--- src/hw/pfc_pkg.sv ---
package pfc_pkg;

  // ==========================================================================
  // sizes
  localparam int NUM_CH = 3;
  localparam int PHASE_STEPS = 32;

  // ==========================================================================
  // serial port
  localparam logic [6:0] DEV_ADDR_DEFAULT = 7'h4C; // arbitrary value
  localparam logic [3:0] BYTE_BITS = 4'h8;
  localparam logic [3:0] LAST_BIT = 4'h7;

  // ==========================================================================
  // register offsets
  localparam logic [7:0] REG_DIV_HI = 8'h01;
  localparam logic [7:0] REG_DIV_LO = 8'h02;
  localparam logic [7:0] REG_RANGE_PUMP = 8'h03;
  localparam logic [7:0] REG_PHASE = 8'h04;
  localparam logic [7:0] REG_SOG_THR = 8'h0F;
  localparam logic [7:0] REG_SYNC_POL = 8'h10;
  localparam logic [7:0] REG_STATUS = 8'h14;
  localparam logic [7:0] GAIN_ADDR [NUM_CH] = '{8'h08, 8'h09, 8'h0A};
  localparam logic [7:0] SHIFT_ADDR [NUM_CH] = '{8'h0B, 8'h0C, 8'h0D};

  // ==========================================================================
  // field positions
  localparam int RANGE_MSB = 7;
  localparam int RANGE_LSB = 6;
  localparam int PUMP_MSB = 5;
  localparam int PUMP_LSB = 3;
  localparam int PHASE_MSB = 7;
  localparam int PHASE_LSB = 3;
  localparam int SOG_MSB = 7;
  localparam int SOG_LSB = 3;
  localparam int HS_POL_BIT = 6;
  localparam int DIV_LO_MSB = 7;
  localparam int DIV_LO_LSB = 4;

  // ==========================================================================
  // values after reset
  localparam logic [11:0] DIV_RST = 12'h3FF;
  localparam logic [1:0] RANGE_RST = 2'h0;
  localparam logic [2:0] PUMP_RST = 3'h0;
  localparam logic [4:0] PHASE_RST = 5'h00;
  localparam logic [4:0] SOG_THR_RST = 5'h10;
  localparam logic HS_POL_RST = 1'b1;
  localparam logic [7:0] GAIN_RST = 8'h80;
  localparam logic [6:0] SHIFT_RST = 7'h40;

  // ==========================================================================
  // lookup and scaling
  localparam logic [10:0] PUMP_UA_TABLE [8] = '{11'h032, 11'h064, 11'h096, 11'h0FA,
                                                11'h15E, 11'h1F4, 11'h2EE, 11'h5DC};
  localparam logic [19:0] OFS_STEP_MIN_UV = 20'h007D0;
  localparam logic [19:0] OFS_STEP_SPAN_UV = 20'h007D0;
  localparam logic [19:0] GAIN_FULL = 20'h000FF;

  // ==========================================================================
  // serial port states
  typedef enum logic [3:0] {
    ST_IDLE      = 4'b0000,
    ST_ADDR      = 4'b0001,
    ST_ADDR_ACK  = 4'b0011,
    ST_PTR       = 4'b0010,
    ST_PTR_ACK   = 4'b0110,
    ST_WDATA     = 4'b0111,
    ST_WDATA_ACK = 4'b0101,
    ST_RDATA     = 4'b0100,
    ST_RDATA_ACK = 4'b1100
  } pfc_i2c_e;

endpackage

--- src/hw/pfc_link_if.sv ---
`timescale 1ns/1ps
interface pfc_link_if;
  logic [11:0] divisor;
  logic fb_pulse;
  logic hs_level;
  logic [4:0] phase_tap;
  logic hs_regen;
  modport top (output divisor, output hs_level, output phase_tap,
               input fb_pulse, input hs_regen);
  modport div (input divisor, output fb_pulse);
  modport dly (input hs_level, input phase_tap, output hs_regen);
endinterface

--- src/hw/pfc_front_end_ctrl.sv ---
`timescale 1ns/1ps
// ============================================================================
// Notes on behaviour
// - three 8-bit gain codes, 0 is 0.5 V span, 255 is 1.0 V span
// - three independent 7-bit offset codes covering plus or minus 63 LSB
// - offset step follows span, 2 mV at smallest, 4 mV at doubled span
// - green sync threshold is bits 7..3 of 0FH, nominal 150 mV
// - green embedded sync is always taken as negative polarity
// - divisor from 01H and 02H divides pixel clock, compared against line sync
// - divider counts divisor plus one cycles per period
// - 03H bits 7..6 pick oscillator range
// - 03H bits 5..3 pick pump current from 50 to 1500 microamps
// - 04H bits 7..3 pick one of 32 sampling phase steps
// - regenerated line sync carries the same phase shift
// - during coast the loop ignores line sync and holds frequency
// - 10H bit 6 sets assumed incoming line sync polarity
// - the COAST input gates off the loop reference so oscillator free-runs
// - every control field is reached through the 2-wire serial port
module pfc_front_end_ctrl
  import pfc_pkg::*;
#(
  parameter logic [6:0] DEV_ADDR = DEV_ADDR_DEFAULT
) (
  input wire logic CLK,
  input wire logic RST,
  input wire logic SCL_IN,
  input wire logic SDA_IN,
  output logic SDA_OUT,
  output logic SDA_OE,
  input wire logic LINE_SYNC_IN,
  input wire logic COAST,
  output logic REGEN_LINE_SYNC_OUT,
  output logic FB_PULSE,
  output logic [11:0] FB_DIVISOR,
  output logic PD_UP,
  output logic PD_DN,
  output logic [4:0] PHASE_TAP,
  output logic [1:0] OSC_RANGE_FIELD,
  output logic [2:0] PUMP_SEL,
  output logic [10:0] PUMP_UA,
  output logic [4:0] SOG_THRESH,
  output logic GREEN_EMBEDDED_SYNC_NEG,
  output logic LINE_SYNC_POL,
  output logic [7:0] GAIN_R,
  output logic [7:0] GAIN_G,
  output logic [7:0] GAIN_B,
  output logic [6:0] SHIFT_R,
  output logic [6:0] SHIFT_G,
  output logic [6:0] SHIFT_B,
  output logic [11:0] STEP_UV_R,
  output logic [11:0] STEP_UV_G,
  output logic [11:0] STEP_UV_B
);
  pfc_link_if lnk ();

  // ==========================================================================
  // pin synchronisers
  logic scl_s1, scl_s2, scl_d, sda_s1, sda_s2, sda_d, hs_s1, hs_s2;
  logic scl_rise, scl_fall, bus_start, bus_stop;

  always_ff @(posedge CLK) begin
    if (RST) begin
      {scl_s1, scl_s2, scl_d} <= 3'h7;
      {sda_s1, sda_s2, sda_d} <= 3'h7;
      {hs_s1, hs_s2} <= 2'h0;
    end else begin
      {scl_s1, scl_s2, scl_d} <= {SCL_IN, scl_s1, scl_s2};
      {sda_s1, sda_s2, sda_d} <= {SDA_IN, sda_s1, sda_s2};
      {hs_s1, hs_s2} <= {LINE_SYNC_IN, hs_s1};
    end
  end

  assign scl_rise = scl_s2 & ~scl_d;
  assign scl_fall = ~scl_s2 & scl_d;
  assign bus_start = scl_s2 & scl_d & sda_d & ~sda_s2;
  assign bus_stop = scl_s2 & scl_d & ~sda_d & sda_s2;

  // ==========================================================================
  // register storage declarations
  logic [11:0] divisor, next_divisor;
  logic [1:0] osc_range, next_osc_range;
  logic [2:0] pump_sel, next_pump_sel;
  logic [4:0] phase_pend, next_phase_pend;
  logic [4:0] sog_thr, next_sog_thr;
  logic hs_pol, next_hs_pol;
  logic [7:0] gain [NUM_CH];
  logic [7:0] next_gain [NUM_CH];
  logic [6:0] shift [NUM_CH];
  logic [6:0] next_shift [NUM_CH];
  logic [4:0] phase_tap, next_phase_tap;
  logic pd_up, next_pd_up, pd_dn, next_pd_dn;

  function automatic logic [7:0] rd_word(input logic [7:0] a);
    rd_word = 8'h00;
    case (a)
      REG_DIV_HI: rd_word = divisor[11:4];
      REG_DIV_LO: rd_word = {divisor[3:0], 4'h0};
      REG_RANGE_PUMP: rd_word = {osc_range, pump_sel, 3'h0};
      REG_PHASE: rd_word = {phase_pend, 3'h0};
      REG_SOG_THR: rd_word = {sog_thr, 3'h0};
      REG_SYNC_POL: rd_word = {1'b0, hs_pol, 6'h00};
      REG_STATUS: rd_word = {phase_tap, pd_dn, pd_up, COAST};
      default: begin
        for (int c = 0; c < NUM_CH; c++) begin
          if (a == GAIN_ADDR[c]) rd_word = gain[c];
          if (a == SHIFT_ADDR[c]) rd_word = {1'b0, shift[c]};
        end
      end
    endcase
  endfunction

  // ==========================================================================
  // 2-wire serial slave
  pfc_i2c_e state, next_state;
  logic [3:0] bits, next_bits;
  logic [7:0] shreg, next_shreg, ptr, next_ptr, wr_addr, wr_data, rd_byte;
  logic rd_mode, next_rd_mode, sda_oe, next_sda_oe, sda_low, wr_en;

  assign wr_addr = ptr;
  assign wr_data = shreg;
  always_comb rd_byte = rd_word(ptr);

  always_comb begin
    next_state = state;
    next_bits = bits;
    next_shreg = shreg;
    next_ptr = ptr;
    next_rd_mode = rd_mode;
    next_sda_oe = sda_oe;
    wr_en = 1'b0;
    if (bus_stop) begin
      next_state = ST_IDLE;
      next_sda_oe = 1'b0;
    end else if (bus_start) begin
      next_state = ST_ADDR;
      next_bits = 4'h0;
      next_sda_oe = 1'b0;
    end else begin
      unique case (state)
        ST_IDLE: begin
        end
        ST_ADDR, ST_PTR, ST_WDATA: begin
          if (scl_rise) begin
            next_shreg = {shreg[6:0], sda_s2};
            next_bits = bits + 4'h1;
          end else if (scl_fall && bits == BYTE_BITS) begin
            next_bits = 4'h0;
            next_sda_oe = 1'b1;
            if (state == ST_ADDR) begin
              next_rd_mode = shreg[0];
              next_state = ST_ADDR_ACK;
              if (shreg[7:1] != DEV_ADDR) begin
                next_state = ST_IDLE;
                next_sda_oe = 1'b0;
              end
            end else if (state == ST_PTR) begin
              next_ptr = shreg;
              next_state = ST_PTR_ACK;
            end else begin
              wr_en = 1'b1;
              next_state = ST_WDATA_ACK;
            end
          end
        end
        ST_ADDR_ACK, ST_RDATA_ACK: begin
          if (state == ST_RDATA_ACK && scl_rise && sda_s2) begin
            next_state = ST_IDLE;
          end else if (scl_fall && (rd_mode || state == ST_RDATA_ACK)) begin
            next_state = ST_RDATA;
            next_shreg = rd_byte;
            next_sda_oe = ~rd_byte[7];
            next_bits = 4'h0;
          end else if (scl_fall) begin
            next_state = ST_PTR;
            next_sda_oe = 1'b0;
          end
        end
        ST_PTR_ACK, ST_WDATA_ACK: begin
          if (scl_fall) begin
            next_state = ST_WDATA;
            next_sda_oe = 1'b0;
            if (state == ST_WDATA_ACK) next_ptr = ptr + 8'h01;
          end
        end
        ST_RDATA: begin
          if (scl_fall && bits == LAST_BIT) begin
            next_state = ST_RDATA_ACK;
            next_sda_oe = 1'b0;
            next_ptr = ptr + 8'h01;
          end else if (scl_fall) begin
            next_shreg = {shreg[6:0], 1'b0};
            next_sda_oe = ~shreg[6];
            next_bits = bits + 4'h1;
          end
        end
        default: begin
          next_state = ST_IDLE;
          next_sda_oe = 1'b0;
        end
      endcase
    end
  end

  always_ff @(posedge CLK) begin
    if (RST) begin
      state <= ST_IDLE;
      bits <= 4'h0;
      shreg <= 8'h00;
      ptr <= 8'h00;
      rd_mode <= 1'b0;
      sda_oe <= 1'b0;
      sda_low <= 1'b0;
    end else begin
      state <= next_state;
      bits <= next_bits;
      shreg <= next_shreg;
      ptr <= next_ptr;
      rd_mode <= next_rd_mode;
      sda_oe <= next_sda_oe;
      sda_low <= 1'b0;
    end
  end

  // ==========================================================================
  // register file
  always_comb begin
    next_divisor = divisor;
    next_osc_range = osc_range;
    next_pump_sel = pump_sel;
    next_phase_pend = phase_pend;
    next_sog_thr = sog_thr;
    next_hs_pol = hs_pol;
    next_gain = gain;
    next_shift = shift;
    if (wr_en) begin
      case (wr_addr)
        REG_DIV_HI: next_divisor[11:4] = wr_data;
        REG_DIV_LO: next_divisor[3:0] = wr_data[DIV_LO_MSB:DIV_LO_LSB];
        REG_RANGE_PUMP: begin
          next_osc_range = wr_data[RANGE_MSB:RANGE_LSB];
          next_pump_sel = wr_data[PUMP_MSB:PUMP_LSB];
        end
        REG_PHASE: next_phase_pend = wr_data[PHASE_MSB:PHASE_LSB];
        REG_SOG_THR: next_sog_thr = wr_data[SOG_MSB:SOG_LSB];
        REG_SYNC_POL: next_hs_pol = wr_data[HS_POL_BIT];
        default: begin
          for (int c = 0; c < NUM_CH; c++) begin
            if (wr_addr == GAIN_ADDR[c]) next_gain[c] = wr_data;
            if (wr_addr == SHIFT_ADDR[c]) next_shift[c] = wr_data[6:0];
          end
        end
      endcase
    end
  end

  always_ff @(posedge CLK) begin
    if (RST) begin
      divisor <= DIV_RST;
      osc_range <= RANGE_RST;
      pump_sel <= PUMP_RST;
      phase_pend <= PHASE_RST;
      sog_thr <= SOG_THR_RST;
      hs_pol <= HS_POL_RST;
      for (int c = 0; c < NUM_CH; c++) begin
        gain[c] <= GAIN_RST;
        shift[c] <= SHIFT_RST;
      end
    end else begin
      divisor <= next_divisor;
      osc_range <= next_osc_range;
      pump_sel <= next_pump_sel;
      phase_pend <= next_phase_pend;
      sog_thr <= next_sog_thr;
      hs_pol <= next_hs_pol;
      gain <= next_gain;
      shift <= next_shift;
    end
  end

  // ==========================================================================
  // loop reference, phase detector and phase apply
  logic hs_level, hs_level_d, ref_edge, next_hs_level;
  logic [10:0] pump_ua, next_pump_ua;

  assign ref_edge = hs_level & ~hs_level_d & ~COAST;

  always_comb begin
    next_hs_level = hs_pol ? hs_s2 : ~hs_s2;
    next_pd_up = pd_up | ref_edge;
    next_pd_dn = pd_dn | lnk.fb_pulse;
    if (next_pd_up && next_pd_dn) begin
      next_pd_up = 1'b0;
      next_pd_dn = 1'b0;
    end
    if (COAST) begin
      next_pd_up = 1'b0;
      next_pd_dn = 1'b0;
    end
    next_phase_tap = lnk.fb_pulse ? phase_pend : phase_tap;
    next_pump_ua = PUMP_UA_TABLE[pump_sel];
  end

  always_ff @(posedge CLK) begin
    if (RST) begin
      hs_level <= 1'b0;
      hs_level_d <= 1'b0;
      pd_up <= 1'b0;
      pd_dn <= 1'b0;
      phase_tap <= PHASE_RST;
      pump_ua <= PUMP_UA_TABLE[PUMP_RST];
    end else begin
      hs_level <= next_hs_level;
      hs_level_d <= hs_level;
      pd_up <= next_pd_up;
      pd_dn <= next_pd_dn;
      phase_tap <= next_phase_tap;
      pump_ua <= next_pump_ua;
    end
  end

  // ==========================================================================
  // offset step scaled by span, one per channel
  logic [11:0] step [NUM_CH];

  for (genvar ch = 0; ch < NUM_CH; ch++) begin : g_step
    logic [11:0] next_step;
    always_comb begin
      next_step = 12'(OFS_STEP_MIN_UV + (20'(gain[ch]) * OFS_STEP_SPAN_UV) / GAIN_FULL);
    end
    always_ff @(posedge CLK) begin
      if (RST) step[ch] <= OFS_STEP_MIN_UV[11:0];
      else step[ch] <= next_step;
    end
  end

  // ==========================================================================
  // submodules and outputs
  assign lnk.divisor = divisor;
  assign lnk.hs_level = hs_level;
  assign lnk.phase_tap = phase_tap;

  pfc_fb_divider u_div (.clk(CLK), .rst(RST), .lnk(lnk.div));
  pfc_hs_delay u_dly (.clk(CLK), .rst(RST), .lnk(lnk.dly));

  assign SDA_OUT = sda_low;
  assign SDA_OE = sda_oe;
  assign REGEN_LINE_SYNC_OUT = lnk.hs_regen;
  assign FB_PULSE = lnk.fb_pulse;
  assign FB_DIVISOR = divisor;
  assign PD_UP = pd_up;
  assign PD_DN = pd_dn;
  assign PHASE_TAP = phase_tap;
  assign OSC_RANGE_FIELD = osc_range;
  assign PUMP_SEL = pump_sel;
  assign PUMP_UA = pump_ua;
  assign SOG_THRESH = sog_thr;
  assign GREEN_EMBEDDED_SYNC_NEG = 1'b1;
  assign LINE_SYNC_POL = hs_pol;
  assign {GAIN_R, GAIN_G, GAIN_B} = {gain[0], gain[1], gain[2]};
  assign {SHIFT_R, SHIFT_G, SHIFT_B} = {shift[0], shift[1], shift[2]};
  assign {STEP_UV_R, STEP_UV_G, STEP_UV_B} = {step[0], step[1], step[2]};

  // ==========================================================================
  // checks
  property p_addr_ack;
    @(posedge CLK) disable iff (RST)
      (state == ST_ADDR && scl_fall && bits == BYTE_BITS && shreg[7:1] == DEV_ADDR
       && !bus_start && !bus_stop) |=> (state == ST_ADDR_ACK && SDA_OE);
  endproperty
  a_addr_ack: assert property (p_addr_ack) else $error("own address not acked");

  property p_div_write;
    @(posedge CLK) disable iff (RST)
      (wr_en && wr_addr == REG_DIV_HI) |=> FB_DIVISOR[11:4] == $past(wr_data);
  endproperty
  a_div_write: assert property (p_div_write) else $error("divisor write lost");

  property p_range_write;
    @(posedge CLK) disable iff (RST)
      (wr_en && wr_addr == REG_RANGE_PUMP && wr_data == 8'h68)
        |=> OSC_RANGE_FIELD == 2'h1 && PUMP_SEL == 3'h5 ##1 PUMP_UA == 11'h1F4;
  endproperty
  a_range_write: assert property (p_range_write) else $error("range or pump wrong");

  property p_coast_gate;
    @(posedge CLK) disable iff (RST)
      COAST |=> (!PD_UP && !PD_DN);
  endproperty
  a_coast_gate: assert property (p_coast_gate) else $error("loop steered in coast");

  property p_phase_hold;
    @(posedge CLK) disable iff (RST)
      !FB_PULSE |=> $stable(PHASE_TAP);
  endproperty
  a_phase_hold: assert property (p_phase_hold) else $error("phase moved off safe point");

  property p_phase_apply;
    @(posedge CLK) disable iff (RST)
      FB_PULSE |=> PHASE_TAP == $past(phase_pend);
  endproperty
  a_phase_apply: assert property (p_phase_apply) else $error("phase not applied");

  property p_step_full;
    @(posedge CLK) disable iff (RST)
      (GAIN_R == 8'hFF && $past(GAIN_R) == 8'hFF) |-> STEP_UV_R == 12'hFA0;
  endproperty
  a_step_full: assert property (p_step_full) else $error("offset step not doubled");

  c_write: cover property (@(posedge CLK) disable iff (RST) wr_en && wr_addr == REG_PHASE);
  c_read: cover property (@(posedge CLK) disable iff (RST) state == ST_RDATA_ACK && scl_rise);
  c_coast: cover property (@(posedge CLK) disable iff (RST) $rose(COAST));
  c_lockstep: cover property (@(posedge CLK) disable iff (RST) ref_edge && FB_PULSE);
endmodule // pfc_front_end_ctrl

--- src/hw/pfc_fb_divider.sv ---
`timescale 1ns/1ps
module pfc_fb_divider
  import pfc_pkg::*;
(
  input wire logic clk,
  input wire logic rst,
  pfc_link_if.div lnk
);
  logic [11:0] count;
  logic [11:0] next_count;
  logic pulse;
  logic next_pulse;

  // ==========================================================================
  // reload counter, divisor plus one cycles per period
  always_comb begin
    next_count = count + 12'h001;
    next_pulse = 1'b0;
    if (count >= lnk.divisor) begin
      next_count = 12'h000;
      next_pulse = 1'b1;
    end
  end

  always_ff @(posedge clk) begin
    if (rst) begin
      count <= 12'h000;
      pulse <= 1'b0;
    end else begin
      count <= next_count;
      pulse <= next_pulse;
    end
  end

  assign lnk.fb_pulse = pulse;

  // ==========================================================================
  // checks
  property p_fb_reload;
    @(posedge clk) disable iff (rst)
      (count == lnk.divisor) |=> (lnk.fb_pulse && count == 12'h000);
  endproperty
  a_fb_reload: assert property (p_fb_reload) else $error("divider missed reload");

  property p_fb_single;
    @(posedge clk) disable iff (rst)
      (lnk.fb_pulse && lnk.divisor > 12'h001 && $stable(lnk.divisor)) |=> !lnk.fb_pulse;
  endproperty
  a_fb_single: assert property (p_fb_single) else $error("compare pulse too long");

  // cycles since last pulse, divisor unchanged since then
  logic [12:0] since;
  logic [12:0] next_since;
  logic [11:0] div_seen;
  logic div_held;
  logic next_div_held;

  always_comb begin
    next_since = lnk.fb_pulse ? 13'h0001 : since + 13'h0001;
    next_div_held = lnk.fb_pulse | (div_held & (lnk.divisor == div_seen));
  end

  always_ff @(posedge clk) begin
    if (rst) begin
      since <= 13'h0000;
      div_seen <= 12'h000;
      div_held <= 1'b0;
    end else begin
      since <= next_since;
      div_seen <= lnk.divisor;
      div_held <= next_div_held;
    end
  end

  property p_fb_gap;
    @(posedge clk) disable iff (rst)
      (lnk.fb_pulse && div_held) |-> since == {1'b0, div_seen} + 13'h0001;
  endproperty
  a_fb_gap: assert property (p_fb_gap) else $error("divided period wrong");
endmodule // pfc_fb_divider

--- src/hw/pfc_hs_delay.sv ---
`timescale 1ns/1ps
module pfc_hs_delay
  import pfc_pkg::*;
#(
  parameter int TAPS = PHASE_STEPS
) (
  input wire logic clk,
  input wire logic rst,
  pfc_link_if.dly lnk
);
  logic [TAPS-1:0] line;
  logic [TAPS-1:0] next_line;
  logic regen;
  logic next_regen;

  // ==========================================================================
  // tapped delay line, same tap as sampling phase
  always_comb begin
    next_line = {line[TAPS-2:0], lnk.hs_level};
    next_regen = line[lnk.phase_tap];
  end

  always_ff @(posedge clk) begin
    if (rst) begin
      line <= '0;
      regen <= 1'b0;
    end else begin
      line <= next_line;
      regen <= next_regen;
    end
  end

  assign lnk.hs_regen = regen;

  // ==========================================================================
  // checks
  property p_regen_tap0;
    @(posedge clk) disable iff (rst)
      (lnk.phase_tap == 5'h00 && $past(lnk.phase_tap) == 5'h00 && !$past(rst) && !$past(rst, 2))
        |-> lnk.hs_regen == $past(lnk.hs_level, 2);
  endproperty
  a_regen_tap0: assert property (p_regen_tap0) else $error("sync out delay wrong");
endmodule // pfc_hs_delay

--- config.mk ---
export PLATFORM = sky130hd
export DESIGN_NAME = pfc_front_end_ctrl
export DESIGN_NICKNAME = d
export VERILOG_FILES = /design/src/hw/pfc_pkg.sv /design/src/hw/pfc_link_if.sv /design/src/hw/pfc_front_end_ctrl.sv /design/src/hw/pfc_fb_divider.sv /design/src/hw/pfc_hs_delay.sv
export SDC_FILE = /design/constraint.sdc
export NUM_CORES = 1
export LEC_CHECK = 0
export BUFFER_PORTS_ARGS = -buffer_cell sky130_fd_sc_hd__buf_2
export CELL_PAD_IN_SITES_DETAIL_PLACEMENT = 0
export CELL_PAD_IN_SITES_GLOBAL_PLACEMENT = 1
export CORE_ASPECT_RATIO = 1.75
export CORE_MARGIN = 2
export CORE_UTILIZATION = 40
export DETAILED_ROUTE_END_ITERATION = 12
export GPL_ROUTABILITY_DRIVEN = 1
export GPL_TIMING_DRIVEN = 0
export PLACE_DENSITY = 0.73
export SLEW_MARGIN = 20
export SYNTH_ARGS = -nofsm -noshare
export SYNTH_HDL_FRONTEND = slang
export SYNTH_HIERARCHICAL = 1
export SYNTH_SLANG_ARGS = --single-unit
--- constraint.sdc ---
create_clock -name CLK -period 12.6 [get_ports CLK]
set_input_delay 2.52 -clock CLK [delete_from_list [all_inputs] [get_ports CLK]]
set_output_delay 2.52 -clock CLK [all_outputs]
set_load 0.01 [all_outputs]
==> impl_metrics.ini <==
[outcome]
outcome = completed

[floorplanning]
die-height_um = 309
core_area_um2 = 52500
initial_util_pct = 40.5
die_width_um = 178
floorplan.rows = 111
top_level_ports = 133
die_area_um2 = 55100

[sta]
fin_worst_skew_ps = 25.8
rsz0062_at_grt = true
timing.hold.ws_ps = 416
timing.final.crit_period_ps = 12010
period_share_pct = 95.3
setup_total_negative_slack_ps = 0
tightestPinTransition_ps = 1120
final_max_slew_viol_count = 0
setup_violation_total_in_the_final_timing_report = 0
hold_viol = 0
max-slew-margin-rel_pct = 25.1
fmaxAchievable_mhz = 83.3

[global_routing]
gr-total-overflow = 0
global_route_wire_length_before_repair_um = 111000
antenna_found_initial = 3
grt_util_met3_pct = 3.65
grt_start_max_net_pins = 15
grt_usage_pct = 25.3
gr-usage-met2_pct = 49.2
globalRouteMet1Util_pct = 25.3
first_global_vias = 20900
top_usage_layer = met2

[synth]
yosysUniqueCellTypes = 151
number_of_synthesized_flops_with_an_enable_pin = 0
asyncSetResetFlopFracSynth_pct = 0
synth_warnings = 6
syn_inst = 2585
avg_inst_size_synth_um2 = 8.22
synth.cell_area_um2 = 21300
yosysSeqAreaShare_pct = 19.6
ys_ff_latch = 208
synth_ff_type = dfxtp_1

[critical_path]
timing.setup.critical_path_class = flip-flop to flip-flop
slowest_stage = or4_4
timing.critical_path.slowest_cell_delay_ps = 590
crit_path_frequent_cell = inv_1
worst-endpoint-required_ps = 13060
cp_data_arrival_time_ps = 12470
startpoint_type = flip-flop
dominant_delay_contributor_by_cell_family_on_the_critical_path = compound AO/OA/AOI/OAI gates
crit_path_max_fanout = 12
buffers_inverters_on_critical_path = 7
cp-end-kind = flip-flop

[power]
seq_power_share_pct = 41.7
leakagePower_nw = 9.90
power.share.clock_pct = 40.7
share_comb_of_total_power_pct = 17.6
int_power_mw = 1.16
p_switching_mw = 0.539
power_per_cell_area_nw_per_um2 = 68.5
ir_worst_vdd_mv = 0.101
switching_share_pct = 31.8
post-layout-total-power_mw = 1.70

[layout]
nNetsFinal = 3018
most_used_cells_in_the_layout_excluding_fill_and_tap_cells = 253 x nor2_1, 190 x dfxtp_1, 175 x inv_1
layout_cell_share_with_drive_strength_beyond_1_pct = 18.9
layout.cells.most_common = nor2_1
area_growth_pct = 16.7

[detailed_routing]
drt-vias-per-instance = 5.94
detail_route.wl_per_cell_um = 20.6
route.vias.total = 20700
drc_marker_count_from_the_first_detailed_route_iteration = 1242
post-route-drc-count = 0
detail_route.wirelength_um = 71800
count_of_tritonroute_iterations_in_the_first_routing_pass = 5
detail-route-antenna-nets = 0

[worst_hold_path]
hold_class = flip-flop to flip-flop

[clock_tree]
tritoncts_num_sinks = 208
clkLatencyLatePin_ps = 560
count_of_hold_fix_buffers_inserted_at_cts = 0
clock_tree_from_tritoncts = yes
cts_inserted_buffers = 24
clk_root_buffer_cell = clkbuf_16
cts_max_path_buffers = 3
cts_htree_levels = 1
cts.clk_slew.worst_paths_ps = 70

[run]
timing.max_cap.violations = 0

[placed_design]
dp_hpwl_um = 56400
gp_congestion = 0.914
io_buffers = 129
## kinds of logic (layout without fill, tap and decap cells)
kind of cell | count (synthesis) | count (layout) | synth area share, %
AOI/OAI and AO/OA | 684 | 685 | 24.5
xor gates and xnor gates | 119 | 119 | 5.12
adders and majority gates | 221 | 221 | 15.2
buffers and inverters | 290 | 512 | 5.70
DFF | 208 | 208 | 19.6
muxes | 106 | 106 | 5.65
other | 2 | 4 | 0.0353
and+or+nand+nor | 955 | 955 | 24.2
## cell type report
| class | count | area (um2) |
|---|---|---|
| clock inverter | 10 | 106 |
| buffer | 112 | 543 |
| multi-input combinational | 2089 | 16700 |
| antenna | 1 | 2.50 |
| tap | 678 | 848 |
| fill | 5276 | 27700 |
| sequential | 208 | 4200 |
| timing repair buffer | 182 | 1070 |
| inverter | 178 | 682 |
| clock buffer | 30 | 643 |
## worst register-to-register path: cells and delay by family (launching register included)
| kind | cells | cell delay, ps |
|---|---|---|
| AOI/OAI and AO/OA | 16 | 3600 |
| buffers and inverters | 7 | 750 |
| xor gates and xnor gates | 2 | 370 |
| DFF | 1 | 410 |
| and+or+nand+nor | 9 | 2960 |
| muxes | 2 | 630 |
| adders and majority gates | 8 | 3190 |
## power groups by stage
stage	registers, mW	logic (mW)	clock network [mW]
global placement	0.723	0.292	0
global route	0.711	0.323	0.732
CTS	0.708	0.296	0.705
finish	0.707	0.299	0.691
floorplan	0.715	0.195	0
detailed placement	0.723	0.294	0
## through the flow
stage	setup slack, ps	std cells	utilization, %	instance area, um2
finish	594	3488	47.2	24800
global route	-60.0	3488	47.2	24800
CTS	7.57	3441	45.3	23800
detailed placement	-760	3393	43.4	22800
global placement	-487	3393	43.3	22700
floorplan	1330	2586	-	21300
## worst paths after layout
kind | start | to | slack, ps | cells after the start
max | GAIN_G[1] | step[1][0] | 590 | 44
min reg2reg | sda_s1 | sda_s2 | 420 | 1
min | sda_s1 | sda_s2 | 420 | 1
max reg2reg | GAIN_G[1] | step[1][0] | 590 | 44
## metal layers
layer	routed length, um	vias to the layer above
li1	-	9905
met1	25600	10100
met2	38900	554
met3	3300	207
met4	4020	0
met5	0	-
## registers in the layout, indices dropped and copies added (netlist names), 8 cells and up
name	cells
FB_DIVISOR	12
GAIN_B	8
GAIN_G	8
GAIN_R	8
PUMP_UA	10
ptr	8
shreg	8
step	36
u_div/count	12
u_dly/line	32
## timing repair
| item | 4_1_cts | 5_1_grt |
|---|---|---|
| setup buffers | 7 | 46 |
| setup endpoints to repair | 4 | 7 |
| gates cloned | 1 | 0 |
| gates resized for setup | 45 | 129 |
| pin swaps | 5 | 32 |
## synthesized netlist by cell type (27+ instances only)
master	instances	area share (%)
ha_1	154	9.1
nor2_1	260	4.6
inv_1	175	3.1
a211oi_1	54	1.9
nand2_1	172	3.0
dfxtp_1	208	20
and2_1	28	0.82
and3_1	30	0.88
xnor2_1	79	3.3
xor2_1	34	1.4
nand3_1	65	1.5
a211o_1	37	1.5
nand2b_1	40	1.2
o21ai_0	90	2.1
or2_2	27	0.79
fa_1	63	5.9
o21a_1	30	1.1
clkbuf_1	80	1.4
nand4_1	30	0.88
nor3_1	62	1.5
a21oi_1	113	2.7
mux2i_1	85	4.0
a31oi_1	28	0.82
nor2b_1	65	1.9
Power figures use the tool's default switching activity.
